<file path="config.mk">
export PLATFORM = sky130hd
export DESIGN_NAME = fsm_top
export DESIGN_NICKNAME = d
export VERILOG_FILES = /design/src/rtl/fsm_pkg.sv /design/src/rtl/fsm_iref.sv /design/src/rtl/fsm_resp.sv /design/src/rtl/fsm_top.sv
export SDC_FILE = /design/constraint.sdc
export NUM_CORES = 2
export LEC_CHECK = 0
export BUFFER_PORTS_ARGS = -buffer_cell sky130_fd_sc_hd__clkbuf_2
export CAP_MARGIN = 10
export CORE_ASPECT_RATIO = 2
export CORE_MARGIN = 1
export CORE_UTILIZATION = 38
export DETAILED_ROUTE_END_ITERATION = 10
export PLACE_DENSITY = 0.63
export SLEW_MARGIN = 25
export SYNTH_ARGS = -nofsm -noshare
export SYNTH_HDL_FRONTEND = slang
export SYNTH_SLANG_ARGS = --single-unit
</file>
<file path="constraint.sdc">
create_clock -name clk_i -period 24.5 [get_ports clk_i]
set_input_delay 1.225 -clock clk_i [delete_from_list [all_inputs] [get_ports clk_i]]
set_output_delay 1.225 -clock clk_i [all_outputs]
set_load 0.01 [all_outputs]
</file>
<file path="src/rtl/fsm_pkg.sv">
package fsm_pkg;
    // clock and delay-unit timing
    localparam int unsigned CLK_MHZ = 250;
    localparam int unsigned TICK_US = 1000;
    localparam int unsigned TICK_CYC = TICK_US * CLK_MHZ;
    // register byte offsets
    localparam logic [7:0] A_CTRL = 8'h00;
    localparam logic [7:0] A_OCF = 8'h04;
    localparam logic [7:0] A_OCW = 8'h08;
    localparam logic [7:0] A_UCF = 8'h0c;
    localparam logic [7:0] A_COFS = 8'h10;
    localparam logic [7:0] A_CGAIN = 8'h14;
    localparam logic [7:0] A_OCRSP = 8'h18;
    localparam logic [7:0] A_UCRSP = 8'h1c;
    localparam logic [7:0] A_SWORD = 8'h20;
    localparam logic [7:0] A_SDET = 8'h24;
    localparam logic [7:0] A_STATE = 8'h40;
    localparam int unsigned NDET = 7;
    // control fields
    localparam int unsigned CTRL_CLR = 0;
    localparam int unsigned CTRL_ON = 1;
    // reset values
    localparam logic RST_ON = 1'b1;
    localparam logic [15:0] RST_OCF = 16'hc000;
    localparam logic [15:0] RST_OCW = 16'ha000;
    localparam logic [15:0] RST_UCF = 16'h0000;
    localparam logic [15:0] RST_COFS = 16'h0000;
    localparam logic [15:0] RST_CGAIN = 16'h0100;
    localparam logic [7:0] RST_OCRSP = 8'h80;
    localparam logic [7:0] RST_UCRSP = 8'h00;
    localparam int unsigned GAIN_FRAC = 8;
    // status bit positions
    localparam int unsigned SI_OCF = 7;
    localparam int unsigned SI_OCW = 5;
    localparam int unsigned SI_UCF = 4;
    localparam int unsigned SB_OFF = 6;
    localparam int unsigned SB_OCF = 4;
    localparam int unsigned SB_OTHER = 0;
    localparam int unsigned SW_IOUT = 14;
    // response byte codes
    localparam logic [1:0] RSP_RUN = 2'h0;
    localparam logic [1:0] RSP_DLY = 2'h1;
    localparam logic [1:0] RSP_SHUT = 2'h2;
    localparam logic [1:0] RSP_INH = 2'h3;
    localparam logic [2:0] RETRY_INF = 3'h7;
    typedef enum logic [2:0] {
        FSM_RUN, FSM_DLY, FSM_WAIT, FSM_LATCH, FSM_INH
    } fsm_state_t;
endpackage

</file>
<file path="src/rtl/fsm_iref.sv">
`timescale 1ns/1ps
module fsm_iref import fsm_pkg::*; (
    // clock and reset
    input wire logic clk_i,
    input wire logic rst_i,
    // threshold and calibration
    input wire logic [15:0] limit_i,
    input wire logic [15:0] ofs_i,
    input wire logic [15:0] gain_i,
    // measurement and results
    input wire logic [15:0] meas_i,
    output logic above_o,
    output logic below_o
);
    logic signed [16:0] diff;
    logic [31:0] prod;
    logic [15:0] ref_d;
    logic [15:0] ref_q;
    // ref_q is zero until its first load, so no compare is trusted before then
    logic ref_ok_q;
    assign diff = $signed({1'b0, limit_i}) - $signed({1'b0, ofs_i});
    assign prod = diff[15:0] * gain_i;
    // negative difference clamps to zero, overflow saturates
    assign ref_d = diff[16] ? 16'h0000 :
        (|prod[31:16+GAIN_FRAC]) ? 16'hffff : prod[15+GAIN_FRAC:GAIN_FRAC];
    always_ff @(posedge clk_i or posedge rst_i) begin
        if (rst_i) begin
            ref_q <= 16'h0000;
            ref_ok_q <= 1'b0;
            above_o <= 1'b0;
            below_o <= 1'b0;
        end else begin
            ref_q <= ref_d;
            ref_ok_q <= 1'b1;
            above_o <= ref_ok_q && (meas_i > ref_q);
            below_o <= ref_ok_q && (meas_i < ref_q);
        end
    end
endmodule // fsm_iref

</file>
<file path="src/rtl/fsm_resp.sv">
`timescale 1ns/1ps
module fsm_resp import fsm_pkg::*; (
    // clock and reset
    input wire logic clk_i,
    input wire logic rst_i,
    // control
    input wire logic [7:0] resp_i,
    input wire logic fault_i,
    input wire logic tick_i,
    input wire logic restart_i,
    // result
    output logic off_o
);
    fsm_state_t st_q, st_d;
    logic [2:0] cnt_q, cnt_d;
    logic [2:0] used_q, used_d;
    logic [1:0] code;
    logic [2:0] retry;
    logic [2:0] dly;
    logic can_retry;
    logic shut_st;
    assign code = resp_i[7:6];
    assign retry = resp_i[5:3];
    assign dly = resp_i[2:0];
    assign can_retry = (retry == RETRY_INF) || (used_q < retry);
    assign shut_st = can_retry; // 1: wait then retry, 0: latch off
    always_comb begin
        st_d = st_q;
        cnt_d = cnt_q;
        used_d = used_q;
        unique case (st_q)
            FSM_RUN: if (fault_i) begin
                unique case (code)
                    RSP_RUN: st_d = FSM_RUN;
                    RSP_DLY: begin
                        st_d = FSM_DLY;
                        cnt_d = dly;
                    end
                    RSP_SHUT: begin
                        st_d = shut_st ? FSM_WAIT : FSM_LATCH;
                        cnt_d = dly;
                    end
                    RSP_INH: st_d = FSM_INH;
                endcase
            end
            FSM_DLY: if (!fault_i) begin
                st_d = FSM_RUN;
            end else if (cnt_q == 3'h0) begin
                st_d = shut_st ? FSM_WAIT : FSM_LATCH;
                cnt_d = dly;
            end else if (tick_i) begin
                cnt_d = cnt_q - 3'h1;
            end
            FSM_WAIT: if (cnt_q == 3'h0) begin
                st_d = FSM_RUN;
                if (retry != RETRY_INF) begin
                    used_d = used_q + 3'h1;
                end
            end else if (tick_i) begin
                cnt_d = cnt_q - 3'h1;
            end
            FSM_LATCH: st_d = FSM_LATCH;
            FSM_INH: if (!fault_i) begin
                st_d = FSM_RUN;
            end
        endcase
        // an off/on cycle of the output restarts with a full retry budget
        if (restart_i) begin
            st_d = FSM_RUN;
            used_d = 3'h0;
        end
    end
    always_ff @(posedge clk_i or posedge rst_i) begin
        if (rst_i) begin
            st_q <= FSM_RUN;
            cnt_q <= 3'h0;
            used_q <= 3'h0;
        end else begin
            st_q <= st_d;
            cnt_q <= cnt_d;
            used_q <= used_d;
        end
    end
    assign off_o = (st_q == FSM_WAIT) || (st_q == FSM_LATCH) || (st_q == FSM_INH);
endmodule // fsm_resp

</file>
<file path="src/rtl/fsm_top.sv">
// Function
// detect output overcurrent fault, warning and undercurrent fault against derived references
// reference equals programmed threshold minus calibration offset, times calibration gain
// each exceeded threshold latches its own dedicated status bit
// a warning sets its status bit and output keeps running
// set bits are left for polling and also raise the alert output
// a serious fault may disable the output and stop energy transfer
// reaction is programmable: latch-off, shutdown with retry, or delayed shutdown
// a fault sets its status bit besides performing the programmed reaction
// latched bits stay set after the condition goes until a clearing event
// the clear-faults command clears every latched warning and fault bit
// device reset clears every latched status bit
// commanding output off then on, by pin or command, clears all bits
// a still-present condition sets its bit again right after clearing
// status byte summarises critical bits; status word adds summaries in high byte
// seven detailed status registers, chosen by host from summary bits
// bits set individually and accumulate without disturbing others
// a clearing event clears all bits of all registers at once
// each fault has a one-byte response holding response, retry and delay
// response chooses run on, shut down, or inhibit while fault persists
// retry setting chooses whether restart is attempted after shutdown
// delay means run-on time or time between retries depending on choices
// code 10 shuts down and follows retry; 11 inhibits until fault clears
// code 00 runs on; 01 runs for delay then applies retry setting
// a set and a clear in one cycle leave the bit set
`timescale 1ns/1ps
module fsm_top import fsm_pkg::*; #(
    parameter int unsigned TICK_CYCLES = TICK_CYC
) (
    // clock and reset
    input wire logic clk_i,
    input wire logic rst_i,
    // apb slave
    input wire logic psel_i,
    input wire logic penable_i,
    input wire logic pwrite_i,
    input wire logic [7:0] paddr_i,
    input wire logic [31:0] pwdata_i,
    output logic [31:0] prdata_o,
    output logic pready_o,
    output logic pslverr_o,
    // current measurement
    input wire logic [15:0] meas_i,
    // set conditions of the other six detailed registers
    input wire logic [47:0] det_set_i,
    // output control pin, asynchronous
    input wire logic ctrl_pin_i,
    // output enable and host alert
    output logic out_en_o,
    output logic alert_o
);
    // configuration registers
    logic on_q;
    logic [15:0] ocf_q;
    logic [15:0] ocw_q;
    logic [15:0] ucf_q;
    logic [15:0] ofs_q;
    logic [15:0] gain_q;
    logic [7:0] ocr_q;
    logic [7:0] ucr_q;
    // status
    logic [7:0] stat_q [NDET];
    logic [7:0] set_w [NDET];
    logic [15:0] sword;
    logic any_other;
    logic any_stat;
    // pin synchroniser and on/off tracking
    logic pin_m_q;
    logic pin_s_q;
    logic cmd_on;
    logic cmd_on_q;
    logic restart;
    // detector and response results
    logic oc_f;
    logic oc_w;
    logic uc_f;
    logic uc_lo;
    logic ocw_hi;
    logic oc_off;
    logic uc_off;
    // delay-unit divider
    logic [31:0] div_q;
    logic tick;
    // bus decode
    logic wr;
    logic rd_setup;
    logic clr_cmd;
    logic clr;
    logic det_hit;
    logic [2:0] det_idx;
    logic mapped;
    logic [31:0] rd_mux;
    logic [31:0] prdata_q;

    function automatic logic hit(input logic [7:0] a, input logic [7:0] b);
        return a == b;
    endfunction

    // apb: zero wait states, read data captured in setup
    assign wr = psel_i && penable_i && pwrite_i;
    assign rd_setup = psel_i && !penable_i && !pwrite_i;
    assign det_hit = (paddr_i >= A_SDET) && (paddr_i < A_STATE) && (paddr_i[1:0] == 2'h0);
    assign det_idx = 3'((paddr_i - A_SDET) >> 2);
    assign mapped = hit(paddr_i, A_CTRL) || hit(paddr_i, A_OCF) ||
        hit(paddr_i, A_OCW) || hit(paddr_i, A_UCF) ||
        hit(paddr_i, A_COFS) || hit(paddr_i, A_CGAIN) ||
        hit(paddr_i, A_OCRSP) || hit(paddr_i, A_UCRSP) ||
        hit(paddr_i, A_SWORD) || hit(paddr_i, A_STATE) || det_hit;
    assign pready_o = 1'b1;
    assign pslverr_o = psel_i && penable_i && !mapped;
    assign prdata_o = prdata_q;

    // clearing events
    assign clr_cmd = wr && hit(paddr_i, A_CTRL) && pwdata_i[CTRL_CLR];
    assign cmd_on = on_q && pin_s_q;
    assign restart = cmd_on && !cmd_on_q;
    assign clr = clr_cmd || restart;

    // current detectors
    fsm_iref u_ocf (
        .clk_i(clk_i),
        .rst_i(rst_i),
        .limit_i(ocf_q),
        .ofs_i(ofs_q),
        .gain_i(gain_q),
        .meas_i(meas_i),
        .above_o(oc_f),
        .below_o()
    );
    fsm_iref u_ocw (
        .clk_i(clk_i),
        .rst_i(rst_i),
        .limit_i(ocw_q),
        .ofs_i(ofs_q),
        .gain_i(gain_q),
        .meas_i(meas_i),
        .above_o(ocw_hi),
        .below_o()
    );
    fsm_iref u_ucf (
        .clk_i(clk_i),
        .rst_i(rst_i),
        .limit_i(ucf_q),
        .ofs_i(ofs_q),
        .gain_i(gain_q),
        .meas_i(meas_i),
        .above_o(),
        .below_o(uc_lo)
    );
    assign oc_w = ocw_hi;
    assign uc_f = uc_lo;

    // fault reactions; the warning has none
    fsm_resp u_ocrsp (
        .clk_i(clk_i),
        .rst_i(rst_i),
        .resp_i(ocr_q),
        .fault_i(oc_f),
        .tick_i(tick),
        .restart_i(restart),
        .off_o(oc_off)
    );
    fsm_resp u_ucrsp (
        .clk_i(clk_i),
        .rst_i(rst_i),
        .resp_i(ucr_q),
        .fault_i(uc_f),
        .tick_i(tick),
        .restart_i(restart),
        .off_o(uc_off)
    );
    assign out_en_o = cmd_on && !oc_off && !uc_off;

    // delay unit tick
    assign tick = (div_q == 32'(TICK_CYCLES - 1));
    always_ff @(posedge clk_i or posedge rst_i) begin
        if (rst_i) begin
            div_q <= 32'h0;
        end else begin
            div_q <= tick ? 32'h0 : div_q + 32'h1;
        end
    end

    // set sources: register 0 holds the output-current bits
    always_comb begin
        set_w[0] = 8'h00;
        set_w[0][SI_OCF] = oc_f;
        set_w[0][SI_OCW] = oc_w;
        set_w[0][SI_UCF] = uc_f;
        for (int k = 1; k < NDET; k++) begin
            set_w[k] = det_set_i[8*(k-1) +: 8];
        end
    end

    // sticky status; set beats a same-cycle clear
    always_ff @(posedge clk_i or posedge rst_i) begin
        if (rst_i) begin
            for (int k = 0; k < NDET; k++) begin
                stat_q[k] <= 8'h00;
            end
        end else begin
            for (int k = 0; k < NDET; k++) begin
                stat_q[k] <= (stat_q[k] & ~{8{clr}}) | set_w[k];
            end
        end
    end

    // summary byte and word
    always_comb begin
        any_other = 1'b0;
        for (int k = 1; k < NDET; k++) begin
            any_other = any_other | (|stat_q[k]);
        end
        sword = 16'h0000;
        sword[SB_OFF] = !out_en_o;
        sword[SB_OCF] = stat_q[0][SI_OCF];
        sword[SB_OTHER] = any_other;
        for (int k = 1; k < NDET; k++) begin
            sword[8+k-1] = |stat_q[k];
        end
        sword[SW_IOUT] = |stat_q[0];
    end
    assign any_stat = |stat_q[0] || any_other;

    // read mux
    always_comb begin
        rd_mux = 32'h0;
        if (det_hit) begin
            rd_mux = {24'h0, stat_q[det_idx]};
        end else begin
            unique case (1'b1)
                hit(paddr_i, A_CTRL): rd_mux[CTRL_ON] = on_q;
                hit(paddr_i, A_OCF): rd_mux = {16'h0, ocf_q};
                hit(paddr_i, A_OCW): rd_mux = {16'h0, ocw_q};
                hit(paddr_i, A_UCF): rd_mux = {16'h0, ucf_q};
                hit(paddr_i, A_COFS): rd_mux = {16'h0, ofs_q};
                hit(paddr_i, A_CGAIN): rd_mux = {16'h0, gain_q};
                hit(paddr_i, A_OCRSP): rd_mux = {24'h0, ocr_q};
                hit(paddr_i, A_UCRSP): rd_mux = {24'h0, ucr_q};
                hit(paddr_i, A_SWORD): rd_mux = {16'h0, sword};
                hit(paddr_i, A_STATE): rd_mux = {28'h0, uc_off, oc_off, cmd_on, out_en_o};
                default: rd_mux = 32'h0;
            endcase
        end
    end

    // register writes
    always_ff @(posedge clk_i or posedge rst_i) begin
        if (rst_i) begin
            on_q <= RST_ON;
            ocf_q <= RST_OCF;
            ocw_q <= RST_OCW;
            ucf_q <= RST_UCF;
            ofs_q <= RST_COFS;
            gain_q <= RST_CGAIN;
            ocr_q <= RST_OCRSP;
            ucr_q <= RST_UCRSP;
        end else if (wr) begin
            if (hit(paddr_i, A_CTRL)) on_q <= pwdata_i[CTRL_ON];
            if (hit(paddr_i, A_OCF)) ocf_q <= pwdata_i[15:0];
            if (hit(paddr_i, A_OCW)) ocw_q <= pwdata_i[15:0];
            if (hit(paddr_i, A_UCF)) ucf_q <= pwdata_i[15:0];
            if (hit(paddr_i, A_COFS)) ofs_q <= pwdata_i[15:0];
            if (hit(paddr_i, A_CGAIN)) gain_q <= pwdata_i[15:0];
            if (hit(paddr_i, A_OCRSP)) ocr_q <= pwdata_i[7:0];
            if (hit(paddr_i, A_UCRSP)) ucr_q <= pwdata_i[7:0];
        end
    end

    // read data, pin sync, on tracking, alert
    always_ff @(posedge clk_i or posedge rst_i) begin
        if (rst_i) begin
            prdata_q <= 32'h0;
            pin_m_q <= 1'b0;
            pin_s_q <= 1'b0;
            cmd_on_q <= 1'b0;
            alert_o <= 1'b0;
        end else begin
            if (rd_setup) begin
                prdata_q <= rd_mux;
            end
            pin_m_q <= ctrl_pin_i;
            pin_s_q <= pin_m_q;
            cmd_on_q <= cmd_on;
            alert_o <= any_stat;
        end
    end
endmodule // fsm_top

</file>
# --- Word-level counts from Yosys, hierarchy flattened ---
# Cells that the tools add are included.
# W data, S select, Z words.
totals:
  word_cells: 256
  romBits: 0
  ramBits: 0
  regBits: 291
  out_inout_bits: 36
  inputBits: 110
  mem_count: 0
  latch_bits: 0
op_classes:
  multipliers: 3
  div: 0
  bitwise_logic: 21
  n_reduce_logical: 83
  mux: 54
  order_cmp: 8
  shift: 0
  addsub: 9
  n_eq_ne: 44
op_table:
  columns: ["operator", "n"]
  rows:
  - ["$pmux W14 S9", 1]
  - ["$mul A16 B16 Y32", 3]
  - ["$mux W16", 6]
  - ["$mux W3", 32]
  - ["$reduce_or A8 Y1", 10]
  - ["$mux W32", 2]
  - ["$and A8 B8 Y8", 7]
  - ["$or A8 B8 Y8", 7]
  - ["$sub A16 B16 Y17", 3]
  - ["$add A32 B1 Y32 const B", 1]
  - ["$eq A32 B18 Y1 const B", 1]
  - ["$eq A8 B5 Y1 const B", 4]
  - ["$gt A16 B16 Y1", 2]
  - ["$pmux W3 S5", 2]
  - ["$bmux W8 S3", 1]
  - ["$pmux W3 S4", 2]
  - ["$logic_or A1 B1 Y1", 18]
  - ["$ne A3 B3 Y1 const B", 6]
  - ["$pmux W1 S9", 2]
  - ["$pmux W3 S3", 2]
  - ["$eq A8 B4 Y1 const B", 2]
  - ["$logic_and A1 B1 Y1", 16]
  - ["$lt A16 B16 Y1", 1]
  - ["$mux W8", 2]
  - ["33 further kinds", 89]

# --- Depth between registers and ports, before layout ---
logic_depth:
  ltp_word: 13
  mapped_depth: 38
  depth_no_buf: 36

# --- By module ---
# Synthesis repeated with hierarchy kept, for this count alone.
hier_totals:
  hier_cells: 4719
  area_unflattened_um2: 43160.1
modules_own_cells:
  columns: ["module", "area_each_um2", "seq_area_each_um2", "cells_per_inst", "n_inst"]
  rows:
  - ["fsm_iref (u_ocw)", 10999.3, 475.5, 1312, 1]
  - ["fsm_iref (u_ocf)", 10906.7, 475.5, 1282, 1]
  - ["fsm_iref (u_ucf)", 10152.2, 475.5, 1165, 1]
  - ["fsm_top", 9507.9, 5138.7, 782, 1]
  - ["fsm_resp", 797.0, 225.2, 89, 2]

# --- Least setup slack after synthesis ---
# No wires, ideal clock.
synth_path:
  kind: "reg2reg"
  start: "reg ofs_q[1]"
  end: "reg u_ocw.ref_q[4]"
  t_required_ns: 24.356
  path_stages_with_launch: 35
  arrival_ns: 8.595
  slack_ns: 15.761
  setup_ns: 0.144
  n_path_buf: 2
  period_less_slack_ns: 8.739
  path_cell_list: "dfrtp_1 inv_1 ha_1 nor2b_1 o21ai_0 a21boi_0 o21ai_0 a21boi_0 o2111ai_1 a31oi_1 a41oi_1 clkbuf_1 nor3_1 nor4_1 fa_1 fa_1 inv_1 fa_1 fa_1 fa_1 inv_1 fa_1 inv_1 ha_1 and4_1 and4_1 nand3_1 o211ai_2 o21bai_2 a21boi_1 o2111a_1 or4_4 a211oi_4 buf_6 a31oi_1"
synth_between:
  elab_chain_cells: 5
synth_lines:
  columns: ["item", "line_no", "rtl"]
  rows:
  - ["from (decl)", "fsm_top.sv:57", "logic [15:0] ofs_q;"]
  - ["from (signal assigned)", "fsm_top.sv:263", "if (hit(paddr_i, A_COFS)) ofs_q <= pwdata_i[15:0];"]
  - ["$sub A16 B16 Y17 (*)", "fsm_iref.sv:21", "assign diff = $signed({1'b0, limit_i}) - $signed({1'b0, ofs_i});"]
  - ["$mul A16 B16 Y32", "fsm_iref.sv:22", "assign prod = diff[15:0] * gain_i;"]
  - ["$reduce_or A8 Y1", "fsm_iref.sv:25", "(|prod[31:16+GAIN_FRAC]) ? 16'hffff : prod[15+GAIN_FRAC:GAIN_FRAC];"]
  - ["$mux W16", "fsm_iref.sv:25", null]
  - ["$mux W16 (*)", "fsm_iref.sv:24", "assign ref_d = diff[16] ? 16'h0000 :"]
  - ["via u_ocw.ref_d[4]", "fsm_iref.sv:17", "logic [15:0] ref_d;"]
  - ["to (signal assigned)", "fsm_iref.sv:33", "ref_q <= ref_d;"]
  - ["to (decl)", "fsm_iref.sv:18", "logic [15:0] ref_q;"]
# Mark *: on every way through the listed nets, which the timed path passes. The rest lies on a longest branch.
# A chain may end at the register's enable or synchronous reset.

# --- Final worst setup path ---
layout_path:
  start: "reg ofs_q[1]"
  end: "reg u_ocw.ref_q[0]"
# The elaborated chain is that of the path after synthesis.

==> metrics <==
DRC 0; vias in the first global route 35700; Area contributors post-synth fa_1 (27%), dfrtp_1 (16%), ha_1 (12%); Core Rows 173; met3 routed WL 4.83 mm; Slew @ Worst Pin 1070 ps; Yosys reg bits 275; GRT overflow 0; min-delay src pin_m_q; worst hold path class flip-flop to flip-flop; worst reg2reg path depth 33; RSZ-0062 raised after global routing false; GRT Total Usage 0.217; complex-gate fraction of the synthesized area 0.108; wl on met1 42.1 mm; initial antenna violation count 2; Slew Limit Fails 0; Post-DP HPWL 95.5 mm; hold path endpoint pin_s_q; Max rail drop VDD 0.0000583 V; GPL Wtd Cong 0.930; count of different cell masters after synthesis 89; Peak Freq 93.5 MHz; CTS tree done; Primary FF master, synth dfrtp_1; top layer reached by signal wires met4; Adder-Cell Fraction of Synth Area 0.398; post-route cell area 45600 sq um; register area share after synthesis 0.163; global-route wire length before repair 191 mm; router iterations before antenna repair 5; Die X-Extent 238 um; fraction of layout cells with a size suffix above 1 0.0859; max-cap violations 0; clock network latency to the later pin of the worst-skew pair 600 ps; post-synthesis mux area share 0.0338; I/O pins 146; simple-gate portion of the synthesized area 0.173; post-CTS sizing 0; YS warnings 0; Routed Antenna Nets 0; Slowest cell on crit path a211oi_4; Setup Slack @ Placement 13920 ps; final setup TNS 0 ps; Core ar. 111000 sq um; clock buffer depth 3; crit path time final 10690 ps; Starting DRT DRC Count 1478; fin nets 5792; Synth top area share 0.275; main combinational cell family by area after synthesis adder cells; setup ws final 13810 ps; Crit path required time 24910 ps; CP Capture Type flip-flop; crit path buf inv count 5; Post-Route WL 122 mm; class of the most critical setup path flip-flop to flip-flop; Reg2Reg Launch Point ofs_q[1]; Initial Util 0.382; Final Hold Fails 0; clock root buffer clkbuf_16; total setup buffers inserted after CTS 0; CP delay by family, top compound AO/OA/AOI/OAI gates; critical path launch point type flip-flop; area grow syn2layout 7.55%; CTS Buf Count 28; Hold Crit Depth 0; H-Tree Depth 1; pin count of the biggest net entering global routing 124; WP data arrival 11100 ps; Final Skew 23.8 ps; metal2 WL 65.7 mm; drt wl/cell 19.6 um; Worst R2R Setup Slack 13810 ps; most frequent CP cell fa_1; Post-Syn Area 42400 sq um; Post-Syn Instances 4718; Sink Count 275; drt via density 5.37; crit path max fanout 33; crit share post-route 0.436; Clk pin slew, worst setup/hold paths 70 ps; Synth area leader fa_1; Post-Synth XOR/XNOR Area 0.0269; syn avg cell area 8.98 sq um; Fillers 11200; setup violators final 0; Die Y 474 um; post-synthesis async set-or-reset flop share 1.00; worst reg2reg endpoint u_ocw.ref_q[0]; max incr delay on CP 790 ps; overall power 1.42 mW; Post-synth EDFFs 0; placed inst area 44500 sq um; Slew HR 0.283; final core occ 0.411; IO Port Bufs 112; routed vias 33300; outcome finished, final reports clean; PwrDens 31.2 nW/um^2; die area 113000 sq um; leak pwr 22.3 nW; hold buffers post-CTS 0
-- routing by layer --
metal / track usage / vias to the layer above
li1: - / 15100
met1: 0.216 / 16800
met2: 0.421 / 923
met3: 0.0212 / 387
met4: 0.145 / 0
met5: 0 / -
-- synth_stat cells, drive strengths merged, types with 23 or more instances --
cell type and n:
dfrtp 268, a31oi 99, buf 33, nand4 42
o21ai 112, nor3 23, a21o 105, fa 582
a21oi 115, mux2 98, and2 328, nand3 98
nor2 126, inv 808, ha 418, clkbuf 237
nand4b 29, xnor2 66, nand2 566, and3 45
nor2b 71, xor2 64, nand2b 35, nor4 30
-- logic make-up after synthesis --
group | after synthesis
AND/OR/NAND/NOR | 1442
other | 2
flip-flops | 275
buffers and inverters | 1081
adder cells (fa/ha/maj) | 1000
multiplexers | 121
AO/OA/AOI/OAI | 667
XOR/XNOR | 130
-- area by class of cell --
cell class                 instances  area, sq um  area share
tap                             1487         1860      0.0408
inverter                         811         3050      0.0669
timing repair buffer             188         1140      0.0250
antenna                            4         10.0    0.000220
sequential                       275         6910       0.152
clock inverter                    19          319     0.00700
multi-input combinational       3378        31500       0.692
clock buffer                      33          761      0.0167
-- sequential cells by signal, summed over array words and instances, names as in the netlist, 3 cells and up --
| name | flops |
|---|---|
| stat_q | 56 |
| div_q | 32 |
| gain_q | 16 |
| ocf_q | 16 |
| ocw_q | 16 |
| ofs_q | 16 |
| prdata_o | 16 |
| u_ocf.ref_q | 16 |
| u_ocw.ref_q | 16 |
| u_ucf.ref_q | 16 |
| ucf_q | 16 |
| ocr_q | 8 |
| ucr_q | 8 |
| u_ocrsp.cnt_q | 3 |
| u_ocrsp.st_q | 3 |
| u_ocrsp.used_q | 3 |
| u_ucrsp.cnt_q | 3 |
| u_ucrsp.st_q | 3 |
| u_ucrsp.used_q | 3 |
-- per-stage QoR --
| step | hold slack [ps] | std cells |
|---|---|---|
| 6_report | 359 | 6195 |
| 5_1_grt | 366 | 6191 |
| 4_1_cts | 357 | 6191 |
| 3_5_place_dp | 346 | 6139 |
| 3_3_place_gp | 333 | 6139 |
| 2_1_floorplan | 331 | 4734 |
-- worst max-delay path by stage --
stage / startpoint / to / slack (ps) / cells after the start
after floorplan: rst_i / alert_o / 15710 / 1
after global placement: ofs_q[1] / u_ocw.ref_q[0] / 14030 / 33
after detailed placement: ofs_q[1] / u_ocw.ref_q[0] / 13920 / 33
after CTS: ofs_q[1] / u_ocw.ref_q[0] / 13910 / 33
after global routing: ofs_q[1] / u_ocw.ref_q[0] / 13400 / 33
final: ofs_q[1] / u_ocw.ref_q[0] / 13810 / 33
-- report_power, final --
part           switching, mW  internal (mW)
clock                  0.204          0.299
combinational          0.280          0.130
sequential            0.0246          0.484
-- cell usage in the layout (no fill, tap or decap), drive strengths merged, types with 17 or more instances in the layout --
cell type,synthesis,routed
nor2b,71,71
o21ai,112,112
nor4,30,30
nor3,23,23
nand3,98,98
o21a,19,19
xor2,64,64
nand4b,29,29
o311ai,22,22
xnor2,66,66
o31ai,22,22
clkbuf,237,145
inv,808,811
nand2,566,566
a31oi,99,99
dfrtp,268,268
a21o,105,105
buf,33,76
nand4,42,42
nor2,126,126
o211ai,22,22
a21oi,115,115
a211oi,17,17
ha,418,418
conb,2,18
nand2b,35,35
mux2,98,98
fa,582,582
and3,45,45
and2,328,328
No activity file was read; power rests on OpenSTA's default activity.
